## src/hw/sstm_defines.svh

```systemverilog
/*
 * register offsets, field positions, reset values and timing counts
 * of the stop-transition monitor. definitions only, no logic.
 */
`ifndef SSTM_DEFINES_SVH
`define SSTM_DEFINES_SVH

// register byte addresses on the bus
`define SSTM_OFS_MODE 12'h000
`define SSTM_OFS_ESC_CTRL 12'h004
`define SSTM_OFS_ESC_POWER 12'h008
`define SSTM_OFS_TEST_INTERVAL 12'h00c
`define SSTM_OFS_SPEC_CTRL 12'h010
`define SSTM_OFS_SPEC_POWER 12'h014
`define SSTM_OFS_ACT_CTRL 12'h018
`define SSTM_OFS_ACT_POWER 12'h01c
`define SSTM_OFS_PWD_UNLOCK 12'h020
`define SSTM_OFS_PWD_NEW 12'h024
`define SSTM_OFS_PWD_CONFIRM 12'h028
`define SSTM_OFS_CONTROL 12'h02c
`define SSTM_OFS_STATUS 12'h030
`define SSTM_OFS_IRQ_STATUS 12'h034
`define SSTM_OFS_IRQ_MASK 12'h038

// commissioning mode value that holds parameters pending
`define SSTM_MODE_COMMISSION 8'h5f
`define SSTM_MODE_RESET 8'h00

// reset values of the active safety parameters
`define SSTM_ESC_RESET 16'h0000
`define SSTM_INTERVAL_RESET 16'h2000
`define SSTM_PWD_RESET 32'h00000000

// one safety monitoring cycle in ns and in clock cycles (8 ns clock)
`define SSTM_SAFETY_CYCLE_NS 32'd8000
`define SSTM_CLK_PERIOD_NS 32'd8
`define SSTM_SAFETY_CYCLE_CLKS (`SSTM_SAFETY_CYCLE_NS / `SSTM_CLK_PERIOD_NS)

// interrupt / status bit positions
`define SSTM_IRQ_CROSS 0
`define SSTM_IRQ_STOPA 1
`define SSTM_IRQ_TEST 2
`define SSTM_IRQ_ACCEPT 3
`define SSTM_IRQ_WIDTH 4

// control register bits
`define SSTM_CTL_DEFECT 0
`define SSTM_CTL_MONITOR_EN 1
`define SSTM_CTL_TEST_DONE 2

// acceptance fault codes
`define SSTM_CODE_CTRL 16'h07d0
`define SSTM_CODE_POWER 16'h07d1

`endif

```

## src/hw/sstm_pkg.sv

```systemverilog
/*
 * types of the stop-transition monitor.
 * assumes sstm_defines.svh is included by the modules that need offsets.
 */
package sstm_pkg;

    typedef enum logic [1:0] {
        SSTM_RUN = 2'b00,
        SSTM_STOP_F = 2'b01,
        SSTM_STOP_A = 2'b10
    } sstm_stop_t;

    // safety parameters, pending or active
    typedef struct packed {
        logic [15:0] escCtrl;
        logic [15:0] escPower;
        logic [15:0] testInterval;
        logic [31:0] specCtrl;
        logic [31:0] specPower;
    } sstm_params_t;

    // one ahb-lite request
    typedef struct packed {
        logic sel;
        logic [1:0] trans;
        logic [11:0] addr;
        logic write;
        logic [2:0] size;
    } sstm_ahb_req_t;

endpackage

```

## src/hw/sstm_checksum.sv

```systemverilog
/*
 * actual checksum over the checksum-protected safety parameters.
 * purely combinational inputs, registered output; the password is not
 * an input, so a password change cannot move the checksum.
 */
`timescale 1ns/1ps
module sstm_checksum
    import sstm_pkg::*;
(
    input wire logic ref_clk,
    input wire logic reset,
    input wire logic [15:0] escTime,
    input wire logic [15:0] testInterval,
    input wire logic [7:0] channelSalt,
    output logic [31:0] checksum
);
    // rotate-and-xor mix, cheap and order sensitive
    function automatic logic [31:0] mix(input logic [31:0] acc, input logic [15:0] val);
        mix = {acc[26:0], acc[31:27]} ^ {16'h0000, val} ^ {val, 16'h0000};
    endfunction

    // checksum depends on parameters only, never on password
    always_ff @(posedge ref_clk) begin
        if (reset) begin
            checksum <= 32'h00000000;
        end else begin
            checksum <= mix(mix({24'h000000, channelSalt}, escTime), testInterval);
        end
    end
endmodule

```

## src/hw/sstm_monitor.sv

```systemverilog
/*
 * stop-transition monitor of one drive monitoring channel with an
 * ahb-lite register slave, password gate and interrupt.
 * assumes a single ahb-lite master; the partner channel's escalation
 * time arrives on partnerEscTime from the same clock domain.
 */
`timescale 1ns/1ps
`include "sstm_defines.svh"

// Overview of operation
// - written safety parameters stay pending until mode leaves value 95.
// - channel defect from cross-check enters the cross-check fault stop.
// - after transition time, escalate to pulse-inhibit stop and raise fault.
// - transition time resets to zero, meaning immediate escalation.
// - both channel transition times cross-checked, one cycle difference tolerated.
// - dormant test interval expiry raises the test-required alarm.
// - actual checksum per channel is readable, read-only.
// - new password valid only after identical write to confirmation.
// - safety parameter writes refused unless current password unlocked.
// - password change leaves checksums untouched.
// - leaving commissioning with checksum mismatch raises fault, mode stays.
module sstm_monitor
    import sstm_pkg::*;
(
    input wire logic ref_clk,
    input wire logic reset,
    input wire logic hsel,
    input wire logic [11:0] haddr,
    input wire logic [1:0] htrans,
    input wire logic hwrite,
    input wire logic [2:0] hsize,
    input wire logic [31:0] hwdata,
    input wire logic hready,
    output logic [31:0] hrdata,
    output logic hreadyout,
    output logic hresp,
    input wire logic [15:0] partnerEscTime,
    output logic stopAActive,
    output logic testAlarm,
    output logic irq
);
    import sstm_pkg::*;

    typedef struct packed {
        sstm_ahb_req_t req;
        logic [31:0] rdata;
        logic [7:0] mode;
        sstm_params_t pend;
        sstm_params_t act;
        logic [31:0] pwd;
        logic [31:0] newPwd;
        logic newPwdValid;
        logic unlocked;
        logic [2:0] ctl;
        sstm_stop_t stop;
        logic [15:0] faultCode;
        logic [3:0] irqStat;
        logic [3:0] irqMask;
        logic stopAOut;
        logic alarmOut;
        logic irqOut;
    } sstm_state_t;

    sstm_state_t st;
    sstm_state_t next_st;
    logic stopTimerDone;
    logic testTimerDone;
    logic [31:0] actualSum;
    logic [3:0] events;
    logic crossMismatch;

    function automatic logic [15:0] absDiff(input logic [15:0] a, input logic [15:0] b);
        absDiff = (a > b) ? (a - b) : (b - a);
    endfunction

    // escalation timer runs while in the cross-check fault stop
    sstm_timer stopTimer (
        .ref_clk(ref_clk),
        .reset(reset),
        .start(st.stop != SSTM_RUN),
        .loadCycles(st.act.escCtrl),
        .expired(stopTimerDone)
    );

    // dormant test timer restarts on each confirmed test
    sstm_timer testTimer (
        .ref_clk(ref_clk),
        .reset(reset),
        .start(!st.ctl[`SSTM_CTL_TEST_DONE]),
        .loadCycles(st.act.testInterval),
        .expired(testTimerDone)
    );

    sstm_checksum sum (
        .ref_clk(ref_clk),
        .reset(reset),
        .escTime(st.act.escCtrl),
        .testInterval(st.act.testInterval),
        .channelSalt(8'h01),
        .checksum(actualSum)
    );

    // tolerance of one monitoring cycle between channels
    assign crossMismatch = absDiff(st.act.escCtrl, partnerEscTime) > 16'h0001;

    always_comb begin
        next_st = st;
        events = 4'h0;
        next_st.ctl[`SSTM_CTL_TEST_DONE] = 1'b0;
        // bus address phase capture
        if (hready) begin
            next_st.req.sel = hsel && htrans[1];
            next_st.req.trans = htrans;
            next_st.req.addr = haddr;
            next_st.req.write = hwrite;
            next_st.req.size = hsize;
        end
        // data phase of a write
        if (st.req.sel && st.req.write) begin
            case (st.req.addr)
                `SSTM_OFS_MODE: begin
                    next_st.mode = hwdata[7:0];
                end
                `SSTM_OFS_ESC_CTRL: begin
                    if (st.unlocked) next_st.pend.escCtrl = hwdata[15:0];
                end
                `SSTM_OFS_ESC_POWER: begin
                    if (st.unlocked) next_st.pend.escPower = hwdata[15:0];
                end
                `SSTM_OFS_TEST_INTERVAL: begin
                    if (st.unlocked) next_st.pend.testInterval = hwdata[15:0];
                end
                `SSTM_OFS_SPEC_CTRL: begin
                    if (st.unlocked) next_st.pend.specCtrl = hwdata;
                end
                `SSTM_OFS_SPEC_POWER: begin
                    if (st.unlocked) next_st.pend.specPower = hwdata;
                end
                `SSTM_OFS_PWD_UNLOCK: begin
                    next_st.unlocked = (hwdata == st.pwd);
                end
                `SSTM_OFS_PWD_NEW: begin
                    next_st.newPwd = hwdata;
                    next_st.newPwdValid = st.unlocked;
                end
                `SSTM_OFS_PWD_CONFIRM: begin
                    if (st.newPwdValid && hwdata == st.newPwd) begin
                        next_st.pwd = hwdata;
                    end
                    next_st.newPwdValid = 1'b0;
                end
                `SSTM_OFS_CONTROL: begin
                    next_st.ctl = hwdata[2:0];
                end
                `SSTM_OFS_IRQ_MASK: begin
                    next_st.irqMask = hwdata[3:0];
                end
                default: begin
                end
            endcase
        end
        // leaving commissioning applies pending values after checksum check
        if (st.mode == `SSTM_MODE_COMMISSION && st.req.sel && st.req.write
                && st.req.addr == `SSTM_OFS_MODE
                && hwdata[7:0] != `SSTM_MODE_COMMISSION) begin
            if (st.ctl[`SSTM_CTL_MONITOR_EN] && st.pend.specCtrl != actualSum) begin
                next_st.mode = `SSTM_MODE_COMMISSION;
                next_st.faultCode = `SSTM_CODE_CTRL;
                events[`SSTM_IRQ_ACCEPT] = 1'b1;
            end else if (st.ctl[`SSTM_CTL_MONITOR_EN] && st.pend.specPower != actualSum) begin
                next_st.mode = `SSTM_MODE_COMMISSION;
                next_st.faultCode = `SSTM_CODE_POWER;
                events[`SSTM_IRQ_ACCEPT] = 1'b1;
            end else begin
                next_st.act = st.pend;
                next_st.faultCode = 16'h0000;
            end
        end
        // stop sequence
        case (st.stop)
            SSTM_RUN: begin
                if (st.ctl[`SSTM_CTL_DEFECT] || crossMismatch) begin
                    next_st.stop = SSTM_STOP_F;
                    events[`SSTM_IRQ_CROSS] = 1'b1;
                end
            end
            SSTM_STOP_F: begin
                if (stopTimerDone) begin
                    next_st.stop = SSTM_STOP_A;
                    events[`SSTM_IRQ_STOPA] = 1'b1;
                end
            end
            SSTM_STOP_A: begin
                if (!st.ctl[`SSTM_CTL_DEFECT] && !crossMismatch) begin
                    next_st.stop = SSTM_RUN;
                end
            end
            default: begin
                next_st.stop = SSTM_RUN;
            end
        endcase
        if (testTimerDone && !st.alarmOut) begin
            events[`SSTM_IRQ_TEST] = 1'b1;
        end
        // status read clears, a new event in the same cycle wins
        if (st.req.sel && !st.req.write && st.req.addr == `SSTM_OFS_IRQ_STATUS) begin
            next_st.irqStat = 4'h0;
        end
        next_st.irqStat = next_st.irqStat | events;
        // read data for the next data phase
        next_st.rdata = 32'h00000000;
        if (hready && hsel && htrans[1] && !hwrite) begin
            case (haddr)
                `SSTM_OFS_MODE: next_st.rdata = {24'h000000, st.mode};
                `SSTM_OFS_ESC_CTRL: next_st.rdata = {16'h0000, st.act.escCtrl};
                `SSTM_OFS_ESC_POWER: next_st.rdata = {16'h0000, st.act.escPower};
                `SSTM_OFS_TEST_INTERVAL: next_st.rdata = {16'h0000, st.act.testInterval};
                `SSTM_OFS_SPEC_CTRL: next_st.rdata = st.act.specCtrl;
                `SSTM_OFS_SPEC_POWER: next_st.rdata = st.act.specPower;
                `SSTM_OFS_ACT_CTRL: next_st.rdata = actualSum;
                `SSTM_OFS_ACT_POWER: next_st.rdata = actualSum;
                `SSTM_OFS_CONTROL: next_st.rdata = {29'h00000000, st.ctl};
                `SSTM_OFS_STATUS: next_st.rdata = {st.faultCode, 11'h000,
                    st.unlocked, st.alarmOut, st.stopAOut, st.stop};
                `SSTM_OFS_IRQ_STATUS: next_st.rdata = {28'h0000000, next_st.irqStat};
                `SSTM_OFS_IRQ_MASK: next_st.rdata = {28'h0000000, st.irqMask};
                default: next_st.rdata = 32'h00000000;
            endcase
        end
        next_st.stopAOut = (next_st.stop == SSTM_STOP_A);
        next_st.alarmOut = testTimerDone;
        next_st.irqOut = |(next_st.irqStat & next_st.irqMask);
    end

    // one register holds the whole state
    always_ff @(posedge ref_clk) begin
        if (reset) begin
            st <= '0;
            st.mode <= `SSTM_MODE_RESET;
            st.act.escCtrl <= `SSTM_ESC_RESET;
            st.act.escPower <= `SSTM_ESC_RESET;
            st.act.testInterval <= `SSTM_INTERVAL_RESET;
            st.pend.testInterval <= `SSTM_INTERVAL_RESET;
            st.pwd <= `SSTM_PWD_RESET;
            st.stop <= SSTM_RUN;
        end else begin
            st <= next_st;
        end
    end

    assign hrdata = st.rdata;
    assign hreadyout = 1'b1;
    assign hresp = 1'b0;
    assign stopAActive = st.stopAOut;
    assign testAlarm = st.alarmOut;
    assign irq = st.irqOut;
endmodule

```

## src/hw/sstm_timer.sv

```systemverilog
/*
 * down counter in whole safety monitoring cycles.
 * restarts from its load value on the rising edge of start; expired is
 * a level held until start falls.
 */
`timescale 1ns/1ps
`include "sstm_defines.svh"
module sstm_timer
    import sstm_pkg::*;
(
    input wire logic ref_clk,
    input wire logic reset,
    input wire logic start,
    input wire logic [15:0] loadCycles,
    output logic expired
);
    logic startDly;
    logic [15:0] remain;
    logic [15:0] prescale;
    logic running;

    // restart on each new entry, count whole monitoring cycles
    always_ff @(posedge ref_clk) begin
        if (reset) begin
            startDly <= 1'b0;
            remain <= 16'h0000;
            prescale <= 16'h0000;
            running <= 1'b0;
            expired <= 1'b0;
        end else begin
            startDly <= start;
            if (!start) begin
                running <= 1'b0;
                expired <= 1'b0;
            end else if (!startDly) begin
                remain <= loadCycles;
                prescale <= 16'h0000;
                running <= (loadCycles != 16'h0000);
                expired <= (loadCycles == 16'h0000);
            end else if (running) begin
                if (prescale == 16'(`SSTM_SAFETY_CYCLE_CLKS - 1)) begin
                    prescale <= 16'h0000;
                    remain <= remain - 16'h0001;
                    if (remain == 16'h0001) begin
                        running <= 1'b0;
                        expired <= 1'b1;
                    end
                end else begin
                    prescale <= prescale + 16'h0001;
                end
            end
        end
    end
endmodule

```

## config.mk

```make
export PLATFORM = sky130hd
export DESIGN_NAME = sstm_monitor
export DESIGN_NICKNAME = d
export VERILOG_FILES = /design/src/hw/sstm_pkg.sv /design/src/hw/sstm_checksum.sv /design/src/hw/sstm_monitor.sv /design/src/hw/sstm_timer.sv
export VERILOG_INCLUDE_DIRS = /design/src /design/src/hw
export SDC_FILE = /design/constraint.sdc
export NUM_CORES = 1
export LEC_CHECK = 0
export ABC_AREA = 1
export BUFFER_PORTS_ARGS = -buffer_cell sky130_fd_sc_hd__buf_2
export CAP_MARGIN = 20
export CORE_UTILIZATION = 40
export DETAILED_ROUTE_END_ITERATION = 7
export GPL_TIMING_DRIVEN = 0
export PLACE_DENSITY = 0.6
export SLEW_MARGIN = 0
export SYNTH_ARGS = -nofsm -noshare
export SYNTH_HDL_FRONTEND = slang
export SYNTH_SLANG_ARGS = --single-unit
```

## constraint.sdc

```tcl
create_clock -name ref_clk -period 3.68 [get_ports ref_clk]
set_clock_uncertainty 0.1 [all_clocks]
set_input_delay 0.552 -clock ref_clk [delete_from_list [all_inputs] [get_ports ref_clk]]
set_output_delay 0.552 -clock ref_clk [all_outputs]
set_load 0.02 [all_outputs]
```

======== Word level (Yosys, flattened, before mapping) ========
Cells that the tools add are included.
storage, ports and cells
  bits in registers ....................... 478
  latch bits .............................. 0
  RAM bits ................................ 0
  memory bits (read-only) ................. 0
  input bits .............................. 70
  output and inout port bits .............. 37
  logic and storage cells ................. 219
  memories kept ........................... 0
cells by class
  add/sub/neg operators ................... 6
  multipliers ............................. 0
  div/mod/pow operators ................... 0
  order comparisons ....................... 2
  eq/ne operators ......................... 41
  shift-type cells ........................ 0
  multiplexer cells ....................... 63
  bitwise gates (word level) .............. 13
  reduce and logical (&&, ||, !) cells .... 55
operators by type and width
  operator                                                                  number
  32-bit one-hot mux with 11 select lines                                   1
  16-bit 2-to-1 mux                                                         19
  32-bit 2-to-1 mux                                                         4
  12-bit by 6-bit equality test with 1-bit output (second input constant)   10
  120-bit 2-to-1 mux                                                        1
  12-bit by 5-bit equality test with 1-bit output (second input constant)   6
  32-bit equality test                                                      2
  32-bit != test                                                            2
  12-bit by 4-bit equality test with 1-bit output (second input constant)   4
  3-bit AND reduction                                                       11
  16-bit by 1-bit adder with 16-bit output (second input constant)          2
  16-bit by 1-bit equality test with 1-bit output (second input constant)   2
  16-bit by 10-bit equality test with 1-bit output (second input constant)  2
  16-bit zero test                                                          2
  8-bit 2-to-1 mux                                                          4
  16-bit nonzero test                                                       2
  16-bit by 1-bit subtractor with 16-bit output (second input constant)     2
  16-bit subtractor                                                         2
  16-bit by 32-bit XOR with 32-bit output                                   1
  32-bit by 16-bit XOR with 32-bit output                                   1
  32-bit XOR                                                                1
  12-bit by 3-bit equality test with 1-bit output (second input constant)   2
  12-bit zero test                                                          2
  1-bit 2-to-1 mux                                                          24
  24 further kinds                                                          71

======== Longest topological paths before layout ========
  depth in word-level cells ............... 9
  depth in mapped cells ................... 23
  depth with buffers taken out ............ 22

======== Modules after synthesis ========
Synthesis repeated with hierarchy kept, for this count alone.
unflattened totals
  cell total of the unflattened synthesis .. 3330
  area total of the unflattened synthesis .. 22959.5 um^2
modules (own cells, without submodules)
  module         instances  cells each  area an instance (um^2)  seq. area each (um^2)
  sstm_monitor   1          2461        17480.5                  7247.0
  sstm_timer     2          369         2245.9                   700.7
  sstm_checksum  1          131         987.2                    480.5

======== Worst setup path after synthesis ========
Ideal clock, no wire load.
  path type ............................... input to register
  start point ............................. input port partnerEscTime[0]
  end point ............................... register st (netlist bit hrdata[0])
  setup time .............................. 0.124 ns
  arrival time ............................ 2.327 ns
  data required time ...................... 3.456 ns
  path slack .............................. 1.129 ns
  cell stages on the path ................. 21
  cell sequence ........................... ha_1 > inv_1 > fa_1 > nand3_1 > nand2_1 > nand2_1 > nand2_1 > nand2_1 > nand2_1 > nand2_2 > inv_2 > nand2_1 > nand2_1 > inv_1 > nand2_1 > nor2_1 > nand2_1 > nand2_1 > nand2_1 > nand2_1 > a21oi_1
on the way
  word-level cells in the longest chain between the ends .. 8
  elaborated cells between the ends (all ways) .. 10
  classes of those cells .................. add/sub (2); order compare (2); mux (4); bitwise (1); reduce/logical (1)
ends and longest elaborated chain
  what                                                                 RTL line             source
  start: declaration                                                   sstm_monitor.sv:37   input wire logic [15:0] partnerEscTime,
  16-bit subtractor or 16-bit greater-than comparator (tied branches)  sstm_monitor.sv:73   absDiff = (a > b) ? (a - b) : (b - a);
  16-bit 2-to-1 mux (*)                                                sstm_monitor.sv:73
  16-bit by 1-bit greater-than comparator with 1-bit output (*)        sstm_monitor.sv:104  assign crossMismatch = absDiff(st.act.escCtrl, partnerEscTime) > 16'h0001;
  1-bit logical OR (*)                                                 sstm_monitor.sv:182  if (st.ctl[`SSTM_CTL_DEFECT] || crossMismatch) begin
  1-bit 2-to-1 mux (*)                                                 sstm_monitor.sv:182
  1-bit 2-to-1 mux (*)                                                 sstm_monitor.sv:180  case (st.stop)
  4-bit OR (*)                                                         sstm_monitor.sv:209  next_st.irqStat = next_st.irqStat | events;
  32-bit one-hot mux with 11 select lines (*)                          sstm_monitor.sv:213  case (haddr)
  end signal: assignment                                               sstm_monitor.sv:247  st <= next_st;
  end: declaration                                                     sstm_monitor.sv:64   sstm_state_t st;
Mark *: on every way between the ends. The rest lies on a longest branch, timed or not.
A chain may end at the register's enable or synchronous reset.

======== Worst setup path in the final report ========
  start point ............................. register st[194] (netlist bit)
  end point ............................... register st (netlist bit irq)
on the way
  word-level cells in the longest chain between the ends .. 9
  elaborated cells between the ends (all ways) .. 11
  classes of those cells .................. add/sub (2); order compare (2); mux (3); bitwise (2); reduce/logical (2)
ends and longest elaborated chain
  what                                                                 RTL line             source
  16-bit subtractor or 16-bit greater-than comparator (tied branches)  sstm_monitor.sv:73
  16-bit 2-to-1 mux (*)                                                sstm_monitor.sv:73
  16-bit by 1-bit greater-than comparator with 1-bit output (*)        sstm_monitor.sv:104
  1-bit logical OR (*)                                                 sstm_monitor.sv:182
  1-bit 2-to-1 mux (*)                                                 sstm_monitor.sv:182
  1-bit 2-to-1 mux (*)                                                 sstm_monitor.sv:180
  4-bit OR (*)                                                         sstm_monitor.sv:209
  4-bit bitwise AND (*)                                                sstm_monitor.sv:232  next_st.irqOut = |(next_st.irqStat & next_st.irqMask);
  4-bit OR reduction (*)                                               sstm_monitor.sv:232
Marks and branches as above.

==> results_dict.tcl <==
set metrics [dict create \
    drt_iter0_markers 2014 \
    critPathArrivalTime_ns 3.76 \
    slowest_delay_ns 0.47 \
    peakVddDrop_mv 0.343 \
    ys_ff_latch 449 \
    grt_antenna_before_repair 2 \
    clock_path_buffers 3 \
    overflow 0 \
    die_area_sq_mm 0.0563 \
    drc 0 \
    htreeDepth 2 \
    gp_congestion 1.03 \
    slew_viol_final 0 \
    drt_pass1_iterations 6 \
    post-dp-hpwl_microns 64000 \
    r2r-end "irq$_SDFF_PP0_" \
    antenna-diode-count 0 \
    syn_area_per_cell_sq_um 7.39 \
    holdCritStartpoint "haddr[11]" \
    reg2reg_depth 22 \
    synth_fp_nets 3106 \
    clk_pin_slew_worst_paths_ns 0.06 \
    fillers 5465 \
    outcome "finished, final reports clean" \
    cts-root-buf "clkbuf_16" \
    grt_pass1_wl_microns 121000 \
    synthToLayoutAreaGrowth_pct 13.4 \
    critical-path-slowest-cell "fa_1" \
    min_period_over_period_pct 93.1 \
    cts_buffers 49 \
    cts_tree "yes" \
    regToRegStartpoint "st[194]$_SDFFE_PP0P_" \
    gr-usage-met2_pct 44.7 \
    rsz0062_at_grt "no" \
    clock-sinks 449 \
    yosysWarningCount 0 \
    drive_gt1_share_pct 11.6 \
    netlist_area_sq_mm 0.0221 \
    ys_seq_area_share_pct 40.6 \
    final_cell_mix "nand2_1 (455), dfxtp_1 (448), inv_1 (403)" \
    crit_top_cell "nand2_1" \
    ant_nets 0 \
    synthCells 2997 \
    critPathKind "flop to flop" \
    critPathLaunch "st[194]$_SDFFE_PP0P_" \
    p_leak_uw 0.00979 \
    fmax_mhz 292 \
    clk_latency_ns 0.61 \
    die_width_microns 237 \
    cp_max_fo 8 \
    r2r_slack_ns 0.26 \
    required_ns 4.02 \
    hp-class "primary input to flop" \
    powerDensity_mw_per_mm2 432 \
    cp_top_family "simple AND/OR/NAND/NOR gates" \
    post-route-min-period_ns 3.42 \
    finalWirelength_microns 81900 \
    whs_endpoint "st[377]$_SDFFE_PP0P_" \
    via_per_inst 5.47 \
    grt_max_degree 14 \
    setup_viol 0 \
    finalHoldViolCount 0 \
    ys_types 56 \
    grt_usage_pct 28.6 \
    initial_core_util_pct 40.8 \
    cp_cell_sequence "inv_2 > ha_1 > inv_1 > fa_1 > nand3_1 > nand2_1 > nand2_1 > nand2_1 > nand2_1 > nand2_1 > nand2_2 > inv_2 > nand2_1 > nand2_1 > inv_1 > nand2_1 > nor2_1 > nand2_1 > nand2_1 > nand2_1 > nand2_1 > nand2_1" \
    portBuffers 94 \
    core_sq_mm 0.0542 \
    ios 107 \
    cap_violations 0 \
    crit_buf_inv 4 \
    via_count 21193 \
    fp-row-count 85 \
    layout_commonest_cell "nand2_1" \
    min_path_cells 3 \
    grt_util_met3_pct 3.86 \
    busiest_layer "met2" \
    cp-start-kind "flop" \
    critPathCaptureType "flop" \
    met1_usage_pct 38.7 \
    nets 3254 \
    grt_pass1_vias 19739 \
    tightest_slew_ns 0.965 \
    relSlewSlack_pct 35.1 \
    die_height_microns 237 \
    whs_ns 0.0959 \
    fin_total_pwr_uw 10900 \
    wl_per_cell_microns 21.1 \
]
## worst register-to-register path: stages (launching register included)
cell and delay (ns):
dfxtp_2 0.37, inv_2 0.16, ha_1 0.17, inv_1 0.10
fa_1 0.47, nand3_1 0.12, nand2_1 0.11, nand2_1 0.09
nand2_1 0.11, nand2_1 0.08, nand2_1 0.09, nand2_2 0.19
inv_2 0.08, nand2_1 0.07, nand2_1 0.05, inv_1 0.05
nand2_1 0.04, nor2_1 0.21, nand2_1 0.16, nand2_1 0.14
nand2_1 0.11, nand2_1 0.07, nand2_1 0.13
## final cells by class
class	instances	area (sq um)	share of cell area (%)
Clock inverter	15	179	0.712
Inverter	417	1570	6.23
Tap cell	696	871	3.47
Buffer	177	988	3.94
Sequential cell	449	8990	35.8
Timing Repair Buffer	97	484	1.93
Clock buffer	72	1430	5.70
Multi-Input combinational cell	1954	10600	42.2
## synthesized netlist by cell type (all sizes together)
cell,number,area share [%]
a2111oi,6,0.24
nor2,322,5.5
and2,4,0.11
a21oi,281,7.0
buf,82,2.9
o21ai,232,5.3
a211oi,122,4.8
nor3,54,1.3
conb,2,0.034
a221oi,9,0.36
ha,37,2.1
o21a,4,0.14
a22oi,3,0.10
o22a,1,0.040
inv,416,7.1
nor3b,2,0.068
a31oi,7,0.20
xnor2,54,2.1
nand3,107,2.5
o22ai,58,1.6
xor2,35,1.4
o41ai,2,0.079
clkinv,1,0.017
nand3b,4,0.14
o2111ai,8,0.32
clkbuf,95,1.6
o221ai,6,0.24
a22o,2,0.079
fa,2,0.18
nand4,54,1.5
dfxtp,449,41
or2,23,0.65
o2bb2ai,10,0.40
nand2,456,7.7
nor4,26,0.79
o32ai,4,0.16
o211ai,3,0.10
and3,2,0.057
a41oi,7,0.28
o31ai,4,0.14
o211a,1,0.045
## report_power, final
part           internal [uW]  switching [uW]  total (uW)  leakage (uW)
Sequential              4910            40.6        4950       0.00363
Combinational            258             662         920       0.00537
Clock                   2910            2080        4990      0.000796
## how the worst max path moves through the flow
stage                            to  slack, ns  cells after the start
2_1_floorplan  hrdata[0]$_SDFF_PP0_       1.13                     21
3_3_place_gp   hrdata[7]$_SDFF_PP0_      -0.29                     10
3_5_place_dp   hrdata[0]$_SDFF_PP0_       0.15                     22
4_1_cts        hrdata[0]$_SDFF_PP0_       0.13                     22
5_1_grt              irq$_SDFF_PP0_        0.1                     22
6_report             irq$_SDFF_PP0_       0.26                     22
## sequential cells by signal (all words and copies together), names as in the netlist, 16 cells and up
signal,flops
sum.checksum,17
stopTimer.prescale,16
stopTimer.remain,16
st,327
testTimer.remain,16
hrdata,32
testTimer.prescale,16
## logic make-up after synthesis
logic type	synth area share [%]
xor+xnor	3.52
compound gates	21.6
buf+inv	11.5
other cells	0.0339
fa+ha+maj	2.27
simple gates	20.4
flops	40.6
## layer usage
| metal | wire length (microns) | share of wire, % |
|---|---|---|
| met4 | 3960 | 4.8 |
| met2 | 35700 | 44 |
| met5 | 0 | 0 |
| met1 | 36100 | 44 |
| met3 | 6160 | 7.5 |
## metrics by stage
stage | instances | instance area [sq um] | utilization, % | setup TNS (ns) | setup WS [ns]
3_5_place_dp | 3790 | 23500 | 43.3 | 0 | 0.147
3_3_place_gp | 3787 | 23500 | 43.3 | -0.286 | -0.286
6_report | 3877 | 25100 | 46.3 | 0 | 0.256
4_1_cts | 3877 | 25100 | 46.3 | 0 | 0.127
5_1_grt | 3877 | 25100 | 46.3 | 0 | 0.0978
2_1_floorplan | 2997 | 22100 | - | 0 | 1.13
## repair_timing
action,4_1_cts,5_1_grt
hold endpoints to repair,0,0
buffers inserted,0,0
hold buffers,0,0
setup endpoints to repair,0,2
gates resized for setup,0,3
Note: power is estimated with default switching activity, not from simulation.
